## config.mk

```make
export PLATFORM = sky130hd
export DESIGN_NAME = acirq_regs
export DESIGN_NICKNAME = d
export VERILOG_FILES = /design/src/include/acirq_pkg.sv /design/src/hw/acirq_sync2.sv /design/src/hw/acirq_regs.sv
export SDC_FILE = /design/constraint.sdc
export NUM_CORES = 1
export LEC_CHECK = 0
export BUFFER_PORTS_ARGS = -buffer_cell sky130_fd_sc_hd__buf_2
export CAP_MARGIN = 20
export CORE_UTILIZATION = 50
export DETAILED_ROUTE_END_ITERATION = 8
export PLACE_DENSITY = 0.95
export SLEW_MARGIN = 20
export SYNTH_ARGS = -nofsm -noshare
export SYNTH_HDL_FRONTEND = slang
export SYNTH_SLANG_ARGS = --single-unit
```

## constraint.sdc

```tcl
create_clock -name sys_clk -period 2.9 [get_ports sys_clk]
set_input_delay 0.145 -clock sys_clk [delete_from_list [all_inputs] [get_ports sys_clk]]
set_output_delay 0.145 -clock sys_clk [all_outputs]
set_load 0.01 [all_outputs]
```

## src/include/acirq_pkg.sv

```systemverilog
// Purpose: Constants and types of the comparator interrupt, status and window registers
// Assumes: APB with 32-bit data, each register in one aligned word
// Notes:   Printed offsets are register indices; byte address is four times the index
package acirq_pkg;

  // Bus geometry
  localparam int ACIRQ_ADDR_W = 8;
  localparam int ACIRQ_DATA_W = 32;

  // Register indices as printed
  localparam logic [7:0] IDX_IRQ_EN_CLR = 8'h04;
  localparam logic [7:0] IDX_IRQ_EN_SET = 8'h05;
  localparam logic [7:0] IDX_IRQ_FLAGS  = 8'h06;
  localparam logic [7:0] IDX_LIVE_STAT  = 8'h08;
  localparam logic [7:0] IDX_RDY_STAT   = 8'h09;
  localparam logic [7:0] IDX_STAT_COPY  = 8'h0a;
  localparam logic [7:0] IDX_WIN_CTRL   = 8'h0c;

  // Byte addresses, four per index
  localparam logic [7:0] ADDR_IRQ_EN_CLR = {IDX_IRQ_EN_CLR[5:0], 2'b00};
  localparam logic [7:0] ADDR_IRQ_EN_SET = {IDX_IRQ_EN_SET[5:0], 2'b00};
  localparam logic [7:0] ADDR_IRQ_FLAGS  = {IDX_IRQ_FLAGS[5:0], 2'b00};
  localparam logic [7:0] ADDR_LIVE_STAT  = {IDX_LIVE_STAT[5:0], 2'b00};
  localparam logic [7:0] ADDR_RDY_STAT   = {IDX_RDY_STAT[5:0], 2'b00};
  localparam logic [7:0] ADDR_STAT_COPY  = {IDX_STAT_COPY[5:0], 2'b00};
  localparam logic [7:0] ADDR_WIN_CTRL   = {IDX_WIN_CTRL[5:0], 2'b00};

  // Field positions
  localparam int BIT_WIN_IRQ   = 4;
  localparam int BIT_WSTATE_LO = 4;
  localparam int BIT_SYNC_BUSY = 7;
  localparam int BIT_WIN_EN    = 0;
  localparam int BIT_WCOND_LO  = 1;

  // Values after reset
  localparam logic [7:0] RST_IRQ_EN    = 8'h00;
  localparam logic [7:0] RST_IRQ_FLAGS = 8'h00;
  localparam logic [7:0] RST_WIN_CTRL  = 8'h00;

  // Window position codes, plus the outside condition code
  localparam logic [1:0] WPOS_ABOVE  = 2'h0;
  localparam logic [1:0] WPOS_INSIDE = 2'h1;
  localparam logic [1:0] WPOS_BELOW  = 2'h2;
  localparam logic [1:0] WSEL_OUTSIDE = 2'h3;

  // Comparator interrupt condition codes
  localparam logic [1:0] CSEL_TOGGLE  = 2'h0;
  localparam logic [1:0] CSEL_RISING  = 2'h1;
  localparam logic [1:0] CSEL_FALLING = 2'h2;
  localparam logic [1:0] CSEL_EOC     = 2'h3;

  // Signals coming from the comparator core domain
  typedef struct packed {
    logic       wctrl_ack; // Toggle echo of window control request
    logic [1:0] busy;      // Comparison in progress
    logic [1:0] ready;     // Output ready
    logic [1:0] level;     // Comparator output level
  } acirq_core_t;

  // Per-comparator configuration held elsewhere
  typedef struct packed {
    logic       enable;
    logic       single;
    logic [1:0] cond;
  } acirq_cmp_cfg_t;

  // Window control contents
  typedef struct packed {
    logic [1:0] cond;
    logic       pair_en;
  } acirq_wctrl_t;

  // Status copy read sequencer, Gray along the path
  typedef enum logic [1:0] {
    STC_IDLE   = 2'b00,
    STC_LAUNCH = 2'b01,
    STC_WAIT   = 2'b11,
    STC_DONE   = 2'b10
  } acirq_stc_state_t;

endpackage

```

## src/hw/acirq_sync2.sv

```systemverilog
// Purpose: Two flip-flop synchroniser for a bundle of level signals
// Assumes: Each bit changes slowly against sys_clk
// Notes:   Bits are not coherent with each other across the crossing
`timescale 1ns/1ps
module acirq_sync2 #(
  parameter int W = 7
) (
  input  wire logic         sys_clk,
  input  wire logic         rst_n,
  input  wire logic [W-1:0] d,
  output logic      [W-1:0] q
);

  logic [W-1:0] meta; // First stage, read only by the second

  // Plain double register
  always_ff @(posedge sys_clk or negedge rst_n) begin
    if (!rst_n) begin
      meta <= '0;
      q    <= '0;
    end else begin
      meta <= d;
      q    <= meta;
    end
  end

endmodule // acirq_sync2

```

## src/hw/acirq_regs.sv

```systemverilog
// Purpose: APB register bank for comparator interrupts, status and window control
// Assumes: Comparator core signals are asynchronous; config inputs are on sys_clk
// Notes:   Status copy reads stall the bus until comparisons settle
//
// The implementer's own choice: the APB interface to the registers.
`timescale 1ns/1ps
module acirq_regs #(
  parameter logic [1:0] CMP_PRESENT = 2'b11 // Implemented comparators
) (
  input  wire logic                            sys_clk,
  input  wire logic                            rst_n,
  input  wire logic                            psel,
  input  wire logic                            penable,
  input  wire logic                            pwrite,
  input  wire logic [acirq_pkg::ACIRQ_ADDR_W-1:0] paddr,
  input  wire logic [acirq_pkg::ACIRQ_DATA_W-1:0] pwdata,
  input  wire logic [3:0]                      pstrb,
  output logic                                 pready,
  output logic [acirq_pkg::ACIRQ_DATA_W-1:0]   prdata,
  output logic                                 pslverr,
  input  wire acirq_pkg::acirq_core_t          core_async,
  input  wire acirq_pkg::acirq_cmp_cfg_t [1:0] cmp_cfg,
  input  wire logic                            write_lock,
  input  wire logic [1:0]                      sw_start,
  output logic [1:0]                           cmp_start,
  output acirq_pkg::acirq_wctrl_t              wctrl_out,
  output logic                                 wctrl_req,
  output logic                                 irq
);

  // Window position from the two levels: comp0 upper, comp1 lower threshold
  function automatic logic [1:0] win_pos(input logic [1:0] lv);
    if (lv[0]) begin
      win_pos = acirq_pkg::WPOS_ABOVE;
    end else if (!lv[1]) begin
      win_pos = acirq_pkg::WPOS_BELOW;
    end else begin
      win_pos = acirq_pkg::WPOS_INSIDE;
    end
  endfunction

  // Does a window position satisfy the selected condition
  function automatic logic win_match(input logic [1:0] cond, input logic [1:0] pos);
    if (cond == acirq_pkg::WSEL_OUTSIDE) begin
      win_match = (pos != acirq_pkg::WPOS_INSIDE);
    end else begin
      win_match = (pos == cond);
    end
  endfunction

  // Comparator event by selected condition
  function automatic logic cmp_hit(input logic [1:0] cond, input logic prev,
                                   input logic cur, input logic eoc);
    case (cond)
      acirq_pkg::CSEL_TOGGLE:  cmp_hit = prev ^ cur;
      acirq_pkg::CSEL_RISING:  cmp_hit = ~prev & cur;
      acirq_pkg::CSEL_FALLING: cmp_hit = prev & ~cur;
      default:                 cmp_hit = eoc;
    endcase
  endfunction

  // Status byte shared by live status and its copy
  function automatic logic [7:0] status_byte(input logic [1:0] ws, input logic [1:0] lv);
    logic [7:0] b;
    b = 8'h00;
    b[acirq_pkg::BIT_WSTATE_LO +: 2] = ws;
    b[1:0] = lv;
    status_byte = b;
  endfunction

  // Synchronised core view and its previous sample
  logic [6:0]             core_vec;   // Raw synchroniser output
  acirq_pkg::acirq_core_t core_s;     // Synchronised core signals
  logic [1:0]             level_q;    // Previous levels
  logic [1:0]             busy_q;     // Previous busy
  logic                   win_valid_q; // Window was valid last cycle

  // Register state
  logic                          en_win;     // Window interrupt enable
  logic [1:0]                    en_cmp;     // Comparator interrupt enables
  logic                          flag_win;   // Window interrupt flag
  logic [1:0]                    flag_cmp;   // Comparator interrupt flags
  acirq_pkg::acirq_wctrl_t       wctrl;      // Window control
  logic [1:0]                    pend;       // Started, end not yet seen
  acirq_pkg::acirq_stc_state_t   stc_state;  // Status copy sequencer
  acirq_pkg::acirq_stc_state_t   next_stc_state;

  // Core signals cross through two flops before use
  acirq_sync2 #(
    .W (7)
  ) u_sync (
    .sys_clk (sys_clk),
    .rst_n   (rst_n),
    .d       (core_async),
    .q       (core_vec)
  );
  assign core_s = acirq_pkg::acirq_core_t'(core_vec);

  // Bus phase decode
  wire setup  = psel & ~penable;
  wire access = psel & penable;

  // Address decode
  wire sel_clr  = (paddr == acirq_pkg::ADDR_IRQ_EN_CLR);
  wire sel_set  = (paddr == acirq_pkg::ADDR_IRQ_EN_SET);
  wire sel_flg  = (paddr == acirq_pkg::ADDR_IRQ_FLAGS);
  wire sel_live = (paddr == acirq_pkg::ADDR_LIVE_STAT);
  wire sel_rdy  = (paddr == acirq_pkg::ADDR_RDY_STAT);
  wire sel_stc  = (paddr == acirq_pkg::ADDR_STAT_COPY);
  wire sel_win  = (paddr == acirq_pkg::ADDR_WIN_CTRL);
  wire mapped   = sel_clr | sel_set | sel_flg | sel_live | sel_rdy | sel_stc | sel_win;

  // Lock covers the protected registers only
  wire locked_wr = pwrite & write_lock & (sel_clr | sel_set | sel_win);

  // Domain transfer still in flight
  wire sync_busy = wctrl_req ^ core_s.wctrl_ack;

  // Bus answer
  wire stc_rd   = sel_stc & ~pwrite;
  wire win_hold = sel_win & pwrite & ~write_lock & sync_busy;
  // A new window write waits so the toggle never laps the echo
  assign pready  = stc_rd ? (stc_state == acirq_pkg::STC_DONE) : ~win_hold;
  assign pslverr = access & pready & (~mapped | locked_wr);

  // Write strobes, effective only at the completing edge
  wire wr_ok  = access & pwrite & pready & pstrb[0] & ~locked_wr;
  wire wr_clr = wr_ok & sel_clr;
  wire wr_set = wr_ok & sel_set;
  wire wr_flg = wr_ok & sel_flg;
  wire wr_win = wr_ok & sel_win;

  // Write masks in the common bit layout
  wire [1:0] wd_cmp = pwdata[1:0];
  wire       wd_win = pwdata[acirq_pkg::BIT_WIN_IRQ];

  // Comparator readiness and state
  wire [1:0] rdy   = core_s.ready & CMP_PRESENT;
  wire [1:0] lvl   = core_s.level & CMP_PRESENT;
  wire [1:0] busy_fall = busy_q & ~core_s.busy;

  // Comparator events, gated by readiness except end of comparison
  logic [1:0] cmp_ev;
  always_comb begin
    for (int i = 0; i < 2; i++) begin
      // End of comparison counts only in single-shot mode
      cmp_ev[i] = CMP_PRESENT[i] & cmp_hit(cmp_cfg[i].cond, level_q[i],
                  core_s.level[i], busy_fall[i] & cmp_cfg[i].single)
                  & (core_s.ready[i] | (cmp_cfg[i].cond == acirq_pkg::CSEL_EOC));
    end
  end

  // Window decoding
  wire       win_valid = wctrl.pair_en & (&rdy);
  wire [1:0] pos_cur   = win_pos(core_s.level);
  wire [1:0] pos_prev  = win_pos(level_q);
  wire [1:0] wstate    = win_valid ? pos_cur : acirq_pkg::WPOS_ABOVE;
  // Event on entering the selected region, not while staying in it
  wire win_ev = win_valid & win_match(wctrl.cond, pos_cur)
              & ~(win_valid_q & win_match(wctrl.cond, pos_prev));

  // Next interrupt enables, one shared state behind both registers
  wire [1:0] clr_cmp = wr_clr ? wd_cmp : 2'b00;
  wire [1:0] set_cmp = wr_set ? wd_cmp : 2'b00;
  wire [1:0] next_en_cmp = (en_cmp & ~clr_cmp) | set_cmp;
  wire next_en_win = (en_win & ~(wr_clr & wd_win)) | (wr_set & wd_win);

  // Next flags: a fresh event wins over a clear in the same cycle
  wire [1:0] next_flag_cmp = ((flag_cmp & ~(wr_flg ? wd_cmp : 2'b00)) | cmp_ev)
                           & CMP_PRESENT;
  wire next_flag_win = (flag_win & ~(wr_flg & wd_win)) | win_ev;

  // Interrupt request
  assign irq = (flag_win & en_win) | (|(flag_cmp & en_cmp));

  // Readback bytes
  wire [7:0] en_byte   = {3'b000, en_win, 2'b00, en_cmp};
  wire [7:0] flg_byte  = {3'b000, flag_win, 2'b00, flag_cmp};
  wire [7:0] stat_byte = status_byte(wstate, lvl);
  wire [7:0] rdy_byte  = {sync_busy, 5'b00000, rdy};
  wire [7:0] win_byte  = {5'b00000, wctrl.cond, wctrl.pair_en};

  // Read select chain; unmapped reads give zero
  wire [7:0] rd_byte = (sel_clr | sel_set) ? en_byte :
                       sel_flg  ? flg_byte  :
                       sel_live ? stat_byte :
                       sel_rdy  ? rdy_byte  :
                       sel_win  ? win_byte  : 8'h00;

  // Single-shot launching
  wire [1:0] shot_ok = {cmp_cfg[1].single & cmp_cfg[1].enable,
                        cmp_cfg[0].single & cmp_cfg[0].enable} & CMP_PRESENT;
  wire [1:0] sw_go   = sw_start & shot_ok;
  // Busy or already launched comparators are left alone
  wire [1:0] stc_go  = shot_ok & ~core_s.busy & ~pend;
  wire [1:0] next_start = sw_go
                        | ((stc_state == acirq_pkg::STC_LAUNCH) ? stc_go : 2'b00);

  // Every enabled comparator settled and nothing outstanding
  wire [1:0] en_mask = {cmp_cfg[1].enable, cmp_cfg[0].enable} & CMP_PRESENT;
  wire all_done = ~(|pend) & ~(|(en_mask & (~rdy | core_s.busy)));

  // Sequencer for the stalling status copy read
  always_comb begin
    next_stc_state = stc_state;
    case (stc_state)
      acirq_pkg::STC_IDLE: begin
        // Launch once per read, at the setup cycle
        if (setup & stc_rd) begin
          next_stc_state = acirq_pkg::STC_LAUNCH;
        end
      end
      acirq_pkg::STC_LAUNCH: begin
        next_stc_state = acirq_pkg::STC_WAIT;
      end
      acirq_pkg::STC_WAIT: begin
        if (all_done) begin
          next_stc_state = acirq_pkg::STC_DONE;
        end
      end
      default: begin
        // Answer is given while in this state
        if (access) begin
          next_stc_state = acirq_pkg::STC_IDLE;
        end
      end
    endcase
  end

  // Sequencer state and start pulses
  always_ff @(posedge sys_clk or negedge rst_n) begin
    if (!rst_n) begin
      stc_state <= acirq_pkg::STC_IDLE;
      cmp_start <= 2'b00;
    end else begin
      stc_state <= next_stc_state;
      cmp_start <= next_start;
    end
  end

  // Outstanding launches end when the core drops busy or the comparator stops
  always_ff @(posedge sys_clk or negedge rst_n) begin
    if (!rst_n) begin
      pend <= 2'b00;
    end else begin
      pend <= (pend & ~busy_fall & en_mask) | next_start;
    end
  end

  // Previous samples for edge detection
  always_ff @(posedge sys_clk or negedge rst_n) begin
    if (!rst_n) begin
      level_q     <= 2'b00;
      busy_q      <= 2'b00;
      win_valid_q <= 1'b0;
    end else begin
      level_q     <= core_s.level;
      busy_q      <= core_s.busy;
      win_valid_q <= win_valid;
    end
  end

  // Interrupt enables and flags
  always_ff @(posedge sys_clk or negedge rst_n) begin
    if (!rst_n) begin
      en_win   <= acirq_pkg::RST_IRQ_EN[acirq_pkg::BIT_WIN_IRQ];
      en_cmp   <= acirq_pkg::RST_IRQ_EN[1:0];
      flag_win <= acirq_pkg::RST_IRQ_FLAGS[acirq_pkg::BIT_WIN_IRQ];
      flag_cmp <= acirq_pkg::RST_IRQ_FLAGS[1:0];
    end else begin
      en_win   <= next_en_win;
      en_cmp   <= next_en_cmp;
      flag_win <= next_flag_win;
      flag_cmp <= next_flag_cmp;
    end
  end

  // Window control and its crossing toggle
  always_ff @(posedge sys_clk or negedge rst_n) begin
    if (!rst_n) begin
      wctrl     <= acirq_pkg::RST_WIN_CTRL[2:0];
      wctrl_req <= 1'b0;
    end else if (wr_win) begin
      wctrl.pair_en <= pwdata[acirq_pkg::BIT_WIN_EN];
      wctrl.cond    <= pwdata[acirq_pkg::BIT_WCOND_LO +: 2];
      wctrl_req     <= ~wctrl_req;
    end
  end

  // Core copy held stable while the toggle crosses
  assign wctrl_out = wctrl;

  // Read data register
  always_ff @(posedge sys_clk or negedge rst_n) begin
    if (!rst_n) begin
      prdata <= '0;
    end else if (setup & ~pwrite & ~sel_stc) begin
      prdata <= {24'h000000, rd_byte};
    end else if ((stc_state == acirq_pkg::STC_WAIT) & all_done) begin
      // Settled values, same layout as live status
      prdata <= {24'h000000, stat_byte};
    end
  end

endmodule // acirq_regs

```

# Word level (Yosys, flattened, before mapping)

Index checks and enable logic that the tools add are counted.

Add/subtract/negate cells: 0
$mul: 0
Div/mod/pow operators: 0
Magnitude comparators: 0
Equal/unequal tests: 23
Shifts and indexed selects: 0
Mux-type cells: 25
Bitwise logic cells: 97
Reductions and logical operators: 10

Operator list:

| cell               | count |
|---|---|
| $mux 32            | 2 |
| $and 1x1->1        | 43 |
| $eq 8x6->1 const B | 4 |
| $mux 8             | 4 |
| $eq 8x5->1 const B | 3 |
| $mux 2             | 12 |
| $and 2x2->2        | 10 |
| $not 1->1          | 17 |
| $eq 2x2->1 const B | 7 |
| $or 1x1->1         | 13 |
| $not 2->2          | 6 |
| $or 2x2->2         | 5 |
| $eq 2x1->1 const B | 3 |
| $logic_not 2->1    | 3 |
| $pmux 1 s3         | 2 |
| $pmux 2 s3         | 1 |
| $reduce_or 2->1    | 3 |
| $eq 2x2->1         | 2 |
| $ne 2x1->1 const B | 2 |
| $ne 2x2->1 const B | 2 |
| $reduce_bool 4->1  | 1 |
| $mux 1             | 3 |
| $mux 3             | 1 |
| $reduce_and 3->1   | 1 |
| 3 further kinds    | 5 |

Flip-flop bits (word level): 67
Latch bits: 0
RAM bits: 0
Bits in read-only memories: 0
Bits of input ports: 67
Output and inout port bits: 41
Memories kept: 0

# Longest topological paths before layout

Gate-level depths: netlist (run 1).

Word-level depth: 14
Depth in mapped cells: 6
Depth with buffers taken out: 5

# By module

A second synthesis (run 1) with hierarchy kept.

Cells, all modules: 203
Area, all modules: 2198.4 µm²

By module, submodules not included:

| module      | times used | cells each | area each (µm²) | sequential area each (µm²) |
|---|---|---|---|---|
| acirq_regs  | 1          | 189        | 1848.0          | 675.6 |
| acirq_sync2 | 1          | 14         | 350.3           | 350.3 |

# Least setup slack after synthesis (run 1)

Ideal clock, no wire load.

Path kind: in2reg
Start: input paddr[1] in the netlist's numbering
End: register wctrl, in the netlist wctrl_out[0]
Library setup time: 0.125 ns
Arrival: 1.734 ns
Required time: 2.775 ns
Setup slack: 1.041 ns
Stages on the path: 4
Buffers on the path: 0
Cells stage by stage: or3_4 or4_4 a311oi_4 mux2_2

Longest elaborated chain between the ends: 10
Elaborated cells between the ends (all ways): 18
Those cells by class: eq/ne: 4; mux: 1; bitwise: 13

RTL lines:

| element                  | line              | text |
|---|---|---|
| start, declared          | acirq_regs.sv:15  | `input wire logic [acirq_pkg::ACIRQ_ADDR_W-1:0] paddr,` |
| $eq 8x6->1               | acirq_regs.sv:110 | `wire sel_win = (paddr == acirq_pkg::ADDR_WIN_CTRL);` |
| $and 1x1->1 (3 in a row) | acirq_regs.sv:121 | `wire win_hold = sel_win & pwrite & ~write_lock & sync_busy;` |
| $not 1->1                | acirq_regs.sv:123 | `assign pready = stc_rd ? (stc_state == acirq_pkg::STC_DONE) : ~win_hold;` |
| $mux 1                   | acirq_regs.sv:123 |  |
| $and 1x1->1 (3 in a row) | acirq_regs.sv:127 | `wire wr_ok = access & pwrite & pready & pstrb[0] & ~locked_wr;` |
| $and 1x1->1 (*)          | acirq_regs.sv:131 | `wire wr_win = wr_ok & sel_win;` |
| end signal, assigned     | acirq_regs.sv:281 | `wctrl <= acirq_pkg::RST_WIN_CTRL[2:0];` |
| end, declared            | acirq_regs.sv:83  | `acirq_pkg::acirq_wctrl_t wctrl;` |

Every way passes the cells marked *; elsewhere a longest branch is shown, timed or not.
A chain may end at the register's enable or synchronous reset.

# Worst setup path after layout (run 1)

Start: input paddr[2] in the netlist's numbering
End: output pslverr

Longest elaborated chain between the ends: 10
Elaborated cells between the ends (all ways): 25
Those cells by class: eq/ne: 7; mux: 1; bitwise: 17

RTL lines:

| element                       | line                                 | text |
|---|---|---|
| $eq 8x5->1 (on tied branches) | acirq_regs.sv:104, acirq_regs.sv:105 |  |
| $or 1x1->1                    | acirq_regs.sv:111, acirq_regs.sv:114 |  |
| $or 1x1->1 (5 in a row)       | acirq_regs.sv:111                    | `wire mapped = sel_clr \| sel_set \| sel_flg \| sel_live \| sel_rdy \| sel_stc \| sel_win;` |
| $not 1->1                     | acirq_regs.sv:124                    | `assign pslverr = access & pready & (~mapped \| locked_wr);` |
| $or 1x1->1                    | acirq_regs.sv:124                    |  |
| $and 1x1->1 (*)               | acirq_regs.sv:124                    |  |
| end, declared                 | acirq_regs.sv:20                     | `output logic pslverr,` |

Marked as above.

==> impl_results.md, run 1 <==
* Adder-cell share of the synthesized area at 0.0216
* Max_slew headroom at 0.395
* Fin Setup TNS at 0 ns
* FF-to-FF Start: wctrl_req
* Worst setup path start: paddr[2]
* CP Capture Type: output port
* Core ar. at 0.00441 sq mm
* Commonest non-fill, non-tap cell in the layout: buf_2
* Die area at 0.00492 sq mm
* Resized Gates After CTS at 0
* Die Span Y at 70.2 um
* Maximum number of pins on one net before global-route repair at 42
* Worst hold path class: input pin to register
* Clk_skew at 0.00520 ns
* CTS Buffer Depth at 2
* Hold path start: pwdata[2]
* Worst endpoint required time at 2.76 ns
* Pwr Density at 454 mW/mm^2
* Count of input and output buffers at 50
* Final Setup Violations at 0
* Max Cap Viol at 0
* Worst Path Max Fanout at 13
* Synth Area in Compound Gates at 0.203
* Via count at 1904
* First-pass GRT wire length at 8630 um
* Max H-tree Level at 2
* FF-to-FF setup slack at 1.26 ns
* Ys flop type: dfrtp_1
* Clock transition at path regs at 0.08 ns
* Multiplexer share of the synthesized area at 0.0291
* Filler cell count at 372
* Critical path type: input pin to output port
* Vias/cell at 5.73
* XOR/XNOR Fraction of Synth Area at 0.0113
* Mean routed wirelength per cell at 15.3 um
* Synthesized area per cell at 10.6 sq um
* Leading cell types in the layout, fill and taps excluded: buf_2 (50), dfrtp_1 (41), conb_1 (26)
* Post-synthesis cell type count at 55
* Period Utilization, post-route at 0.660
* Period minus WS final at 1.91 ns
* Fmax at 0.522 GHz
* Nets at 350
* Setup crit start kind: input pin
* DRC viols at 0
* Largest family of logic cells by synthesized area: compound AO/OA/AOI/OAI gates
* Vias in the first global route at 1848
* Post-DRT Antenna Nets at 0
* WL final at 5090 um
* Outcome: finished, final reports clean
* Dpl hpwl at 3780 um
* Sequential area share after synthesis at 0.442
* Clock Sinks at 41
* Area Overhead vs Synth at 16.3%
* Share of cells above drive strength 1 at 0.254
* WHS at 0.0688 ns
* Initial antenna violation count at 0
* Non-Filler Instances at 332
* Yosys warns at 0
* Max-slew violation count at 0
* TritonCTS clock tree: built
* Placement Rows at 24
* Post-synthesis simple-gate area fraction at 0.175
* Starting density of the core at 0.526
* Mapped Area at 0.00232 sq mm
* Worst Tran Pin Value at 0.907 ns
* Final hold violations at 0
* Diodes inserted at 0
* Total setup buffers inserted after CTS at 0
* Num CTS Buffers at 5
* Die Span X at 70.2 um
* Clk Latency, worst-skew pair at 0.30 ns
* Placed insts at 316
* Pre-antenna DRT Iters at 4
* Clock Tree Root: clkbuf_8
* Crit path arrival time at 1.77 ns
* Routability-driven placement congestion ratio at 0.961
* Unrepaired setup endpoints after global routing: no
* Peak VDD IR at 412 uV
* Post-Syn Instances at 220
* Asr flop ratio synth at 1.00
* Number of synthesized flops with an enable pin at 0
* Total track usage at 0.227
* First DRT Iteration DRCs at 227
* Leakage at 1.25 nW
* GRT Residual Overflow at 0
* Num ports at 108
* Synthesized flop and latch total at 41
==> report_power, final <==
group	internal, mW	switching, mW
Sequential	0.596	0.0204
Clock	0.258	0.200
Combinational	0.0606	0.0914
Total	0.915	0.311
==> final timing paths <==
kind | endpoint | cells after the start
worst max-delay path | pslverr | 6
worst min-delay path | wctrl_out[2] | 2
worst max register to register | wctrl_out[0] | 4
worst min register to register | u_sync.q[0] | 0
max in group asynchronous | cmp_start[1] | 2
min in group asynchronous | stc_state[0] | 2
==> worst max-delay path: stages <==
cell and delay, ns:
buf_2 0.18, or4b_1 0.65, a2111oi_4 0.41, a31oi_1 0.11, o2111a_1 0.14, buf_2 0.13
==> per-stage QoR <==
step	cell area [sq um]	total power, mW	worst slack [ns]	utilization
global route	2700	1.28	0.920	0.612
CTS	2700	1.23	1.00	0.612
finish	2700	1.23	0.985	0.612
global placement	2510	0.764	0.776	0.568
floorplan	2420	0.727	1.04	-
detailed placement	2510	0.770	0.770	0.568
==> layout make-up <==
type,count,area [sq um],share of cell area
clock buffers,6,72.6,0.0269
well taps,52,65.1,0.0241
multi-input cells,162,1120,0.414
flip-flops and latches,41,1030,0.380
repair buffers,60,345,0.128
clock inverters,2,38.8,0.0144
inverters,9,33.8,0.0125
==> kinds of logic after synthesis <==
logic type	count (synthesis)
other	1
adders and majority gates	4
muxes	6
xor gates and xnor gates	3
DFF	41
AOI/OAI and AO/OA	55
buffers and inverters	42
and+or+nand+nor	68
==> synthesized netlist by cell type (2+ instances only) <==
master | count | share of area
nor4b_1 | 4 | 0.015
a221oi_1 | 2 | 0.0075
o2111a_1 | 2 | 0.0097
nand3_1 | 2 | 0.0043
dfrtp_1 | 41 | 0.44
a21oi_1 | 4 | 0.0086
or4b_1 | 3 | 0.013
a211oi_1 | 5 | 0.016
buf_4 | 28 | 0.091
o32ai_1 | 3 | 0.011
nand2_1 | 18 | 0.029
o21ai_0 | 8 | 0.017
clkbuf_1 | 3 | 0.0048
ha_1 | 4 | 0.022
mux2_2 | 6 | 0.029
xnor2_1 | 2 | 0.0075
nor2b_1 | 4 | 0.011
a221o_1 | 3 | 0.013
nand3b_1 | 5 | 0.016
o21bai_1 | 2 | 0.0065
inv_1 | 9 | 0.015
o211ai_1 | 2 | 0.0065
nand4_1 | 3 | 0.0081
a2111oi_0 | 2 | 0.0075
a21boi_0 | 2 | 0.0065
nand2b_1 | 5 | 0.013
a32o_1 | 5 | 0.022
nor2_1 | 4 | 0.0065
a31oi_1 | 3 | 0.0081
nor3_1 | 9 | 0.019
o211a_1 | 3 | 0.013
==> routing by layer <==
layer | routed length, um | vias up | global-route usage
met5 | 0 | - | 0
met4 | 123 | 0 | 0.0956
met3 | 408 | 17 | 0.0722
met2 | 2490 | 102 | 0.361
met1 | 2070 | 897 | 0.285
li1 | - | 888 | -
==> sequential cells by signal, summed over array words and instances (netlist names), 2 cells and up <==
signal	count
flag_cmp	2
prdata	6
pend	2
cmp_start	2
stc_state	2
u_sync.meta	7
u_sync.q	7
busy_q	2
level_q	2
en_cmp	2
wctrl_out	3
==> what timing repair did <==
| action | in CTS | in global routing |
|---|---|---|
| hold buffers | 8 | 0 |
| endpoints found under the setup margin | 0 | 0 |
| hold endpoints to repair | 19 | 0 |
(Power assumes the default switching activity.)
==> run 2, diff against run 1 <==
--- a/config.mk
+++ b/config.mk
@@ -7,9 +7,9 @@
 export LEC_CHECK = 0
 export BUFFER_PORTS_ARGS = -buffer_cell sky130_fd_sc_hd__buf_2
 export CAP_MARGIN = 20
-export CORE_UTILIZATION = 50
+export CORE_UTILIZATION = 42
 export DETAILED_ROUTE_END_ITERATION = 8
-export PLACE_DENSITY = 0.95
+export PLACE_DENSITY = 0.88
 export SLEW_MARGIN = 20
 export SYNTH_ARGS = -nofsm -noshare
 export SYNTH_HDL_FRONTEND = slang
==> constraint.sdc (replaced) <==
create_clock -name sys_clk -period 1.58 [get_ports sys_clk]
set_input_delay 0.079 -clock sys_clk [delete_from_list [all_inputs] [get_ports sys_clk]]
set_output_delay 0.079 -clock sys_clk [all_outputs]
set_load 0.01 [all_outputs]
==> impl_results.md, run 2 (synthesis results as in run 1) <==
* Outcome: finished with violations
* Failing checks: setup timing
* Fmax at 0.617 GHz
* Worst Hold Depth at 2 (unchanged)
* Filler cell count at 433 (+16%)
* Max H-tree Level at 2 (unchanged)
* Nets at 396 (+13%)
* TritonCTS clock tree: built
* WL final at 5920 um (+16%)
* Die Span X at 76.4 um (+8.9%)
* Final Cell Area at 0.00317 sq mm (+17%)
* Dpl ws at -0.375 ns (-1.15 ns)
* Worst Hold End: flag_cmp[0]
* Max Cap Viol at 0 (unchanged)
* Hold path start: cmp_cfg[1]
* Share of cells above drive strength 1 at 0.387 (+0.133)
* Num CTS Buffers at 5 (unchanged)
* Leading cell types in the layout, fill and taps excluded: buf_2 (48), buf_4 (44), dfrtp_1 (40)
* Final core area utilization at 0.608 (-0.00327)
* Clk Latency, worst-skew pair at 0.30 ns (about the same)
* Post-DRT Antenna Nets at 0 (unchanged)
* Total track usage at 0.218 (-0.00848)
* Setup ws final at -0.0405 ns (-1.03 ns)
* Clock Tree Root: clkbuf_8
* Clock Sinks at 41 (unchanged)
* Maximum number of pins on one net before global-route repair at 24 (-43%)
* FF-to-FF setup slack at -0.01 ns (-1.27 ns)
* Placement Rows at 26 (+8.3%)
* Via count at 2071 (+8.8%)
* Combinational power share at 0.158 (+0.034)
* Clock transition at path regs at 0.08 ns (about the same)
* Clk_skew at 0.00941 ns (+0.00421 ns)
* FF-to-FF End: wctrl_out[0]
* Pre-antenna DRT Iters at 4 (unchanged)
* Top Registers: u_sync.meta: 7 flops, u_sync.q: 7 flops, prdata: 6 flops
* Critical path type: input pin to register
* DRC viols at 0 (unchanged)
* Leakage at 1.51 nW (+20%)
* First DRT Iteration DRCs at 138 (-39%)
* Final hold violations at 0 (unchanged)
* CTS Buffer Depth at 2 (unchanged)
* Net Sw Frac at 0.255 (+0.00142)
* Seq. cell area at 0.00103 sq mm (+0.12%)
* Switching power at 598 uW (+92%)
* Crit path arrival time at 1.80 ns (+0.03 ns)
* Commonest non-fill, non-tap cell in the layout: buf_2
* FF-to-FF Start: stc_state[1]
* Pwr Density at 739 mW/mm^2 (+63%)
* CP Capture Type: register
* Worst endpoint required time at 1.76 ns (-1.00 ns)
* Area Overhead vs Synth at 36.4%
* Worst hold path class: input pin to register
* Max-slew violation count at 0 (unchanged)
* Diodes inserted at 0 (unchanged)
* Multi-input gate area at 0.00118 sq mm (+5.5%)
* Core ar. at 0.00520 sq mm (+18%)
* Dpl hpwl at 4500 um (+19%)
* Final Setup Violations at 4 (+4)
* Initial antenna violation count at 0 (unchanged)
* Unrepaired setup endpoints after global routing: yes
* Mean routed wirelength per cell at 15.0 um (-2.5%)
* Die Span Y at 76.4 um (+8.9%)
* Die area at 0.00583 sq mm (+18%)
* Cells on worst reg2reg path at 5 (+1)
* Period minus WS final at 1.62 ns
* Tot Pwr at 2.34 mW (+91%)
* Internal power at 1.74 mW (+91%)
* Share of power burned in registers at 0.481 (-0.022)
* Period Utilization, post-route at 1.03
* Count of input and output buffers at 50 (unchanged)
* Clock power share at 0.361 (-0.012)
* GRT Residual Overflow at 0 (unchanged)
* Num ports at 108 (unchanged)
* Vias in the first global route at 2098 (+14%)
* First-pass GRT wire length at 9960 um (+15%)
* Worst Path Max Fanout at 4 (-9)
* Vias/cell at 5.23 (-8.8%)
* Setup crit start kind: input pin
* Routability-driven placement congestion ratio at 0.876 (-8.8%)
* Starting density of the core at 0.446 (-0.0799)
* Peak VDD IR at 460 uV (+12%)
* Placement Cell Area at 0.00286 sq mm (+14%)
-- run 2: power groups by stage --
| stage | Combinational, mW | Sequential [mW] | Clock [mW] |
|---|---|---|---|
| 4_1_cts | 0.353 | 1.13 | 0.863 |
| 6_report | 0.369 | 1.13 | 0.845 |
| 3_3_place_gp | 0.322 | 1.15 | 0 |
| 3_5_place_dp | 0.330 | 1.15 | 0 |
| 2_1_floorplan | 0.187 | 1.15 | 0 |
| 5_1_grt | 0.407 | 1.13 | 0.922 |
-- run 2: cell type report --
class,instances,share of cell area
multi-input cells,162,0.373
flip-flops and latches,41,0.324
repair buffers,106,0.230
well taps,70,0.0277
clock buffers,6,0.0229
clock inverters,2,0.0122
inverters,9,0.0107
-- run 2: per-layer routing --
metal	global-route usage	wire (um)	vias to the layer above
li1	-	-	982
met1	0.268	2500	982
met2	0.364	2900	89
met3	0.0515	339	18
met4	0.0981	174	0
met5	0	0	-
-- run 2: worst max-delay path, cell delays in order --
cell and delay (ns):
buf_2 0.11, or4b_4 0.56, a2111oi_4 0.38, buf_4 0.19
a311oi_4 0.03, buf_6 0.15, mux2_4 0.29
-- run 2: worst max-delay path by stage --
stage,slack [ns],from,cells past startpoint,endpoint
final,-0.04,paddr[0],7,wctrl_out[0]
after global routing,-0.09,wctrl_req,6,pslverr
after CTS,-0.05,stc_state[0],6,wctrl_out[0]
after detailed placement,-0.38,paddr[1],5,wctrl_out[0]
after global placement,-0.36,paddr[1],5,wctrl_out[1]
after floorplan,-0.21,paddr[1],4,wctrl_out[0]
-- run 2: timing repair --
item | 4_1_cts | 5_1_grt
resized for setup | 10 | 8
buffers inserted | 4 | 1
gates cloned | 0 | 0
hold buffers | 8 | 0
endpoints found under the hold margin | 25 | 0
pin swaps | 4 | 3
setup endpoints to repair | 5 | 11
-- run 2: through the flow --
stage               setup TNS (ns)  instances  hold slack (ns)
detailed placement           -2.83        376           0.0673
CTS                         -0.219        396           0.0198
floorplan                   -0.688        245           -0.217
finish                      -0.142        396           0.0223
global route                -0.357        396           0.0302
global placement             -3.02        376           0.0651
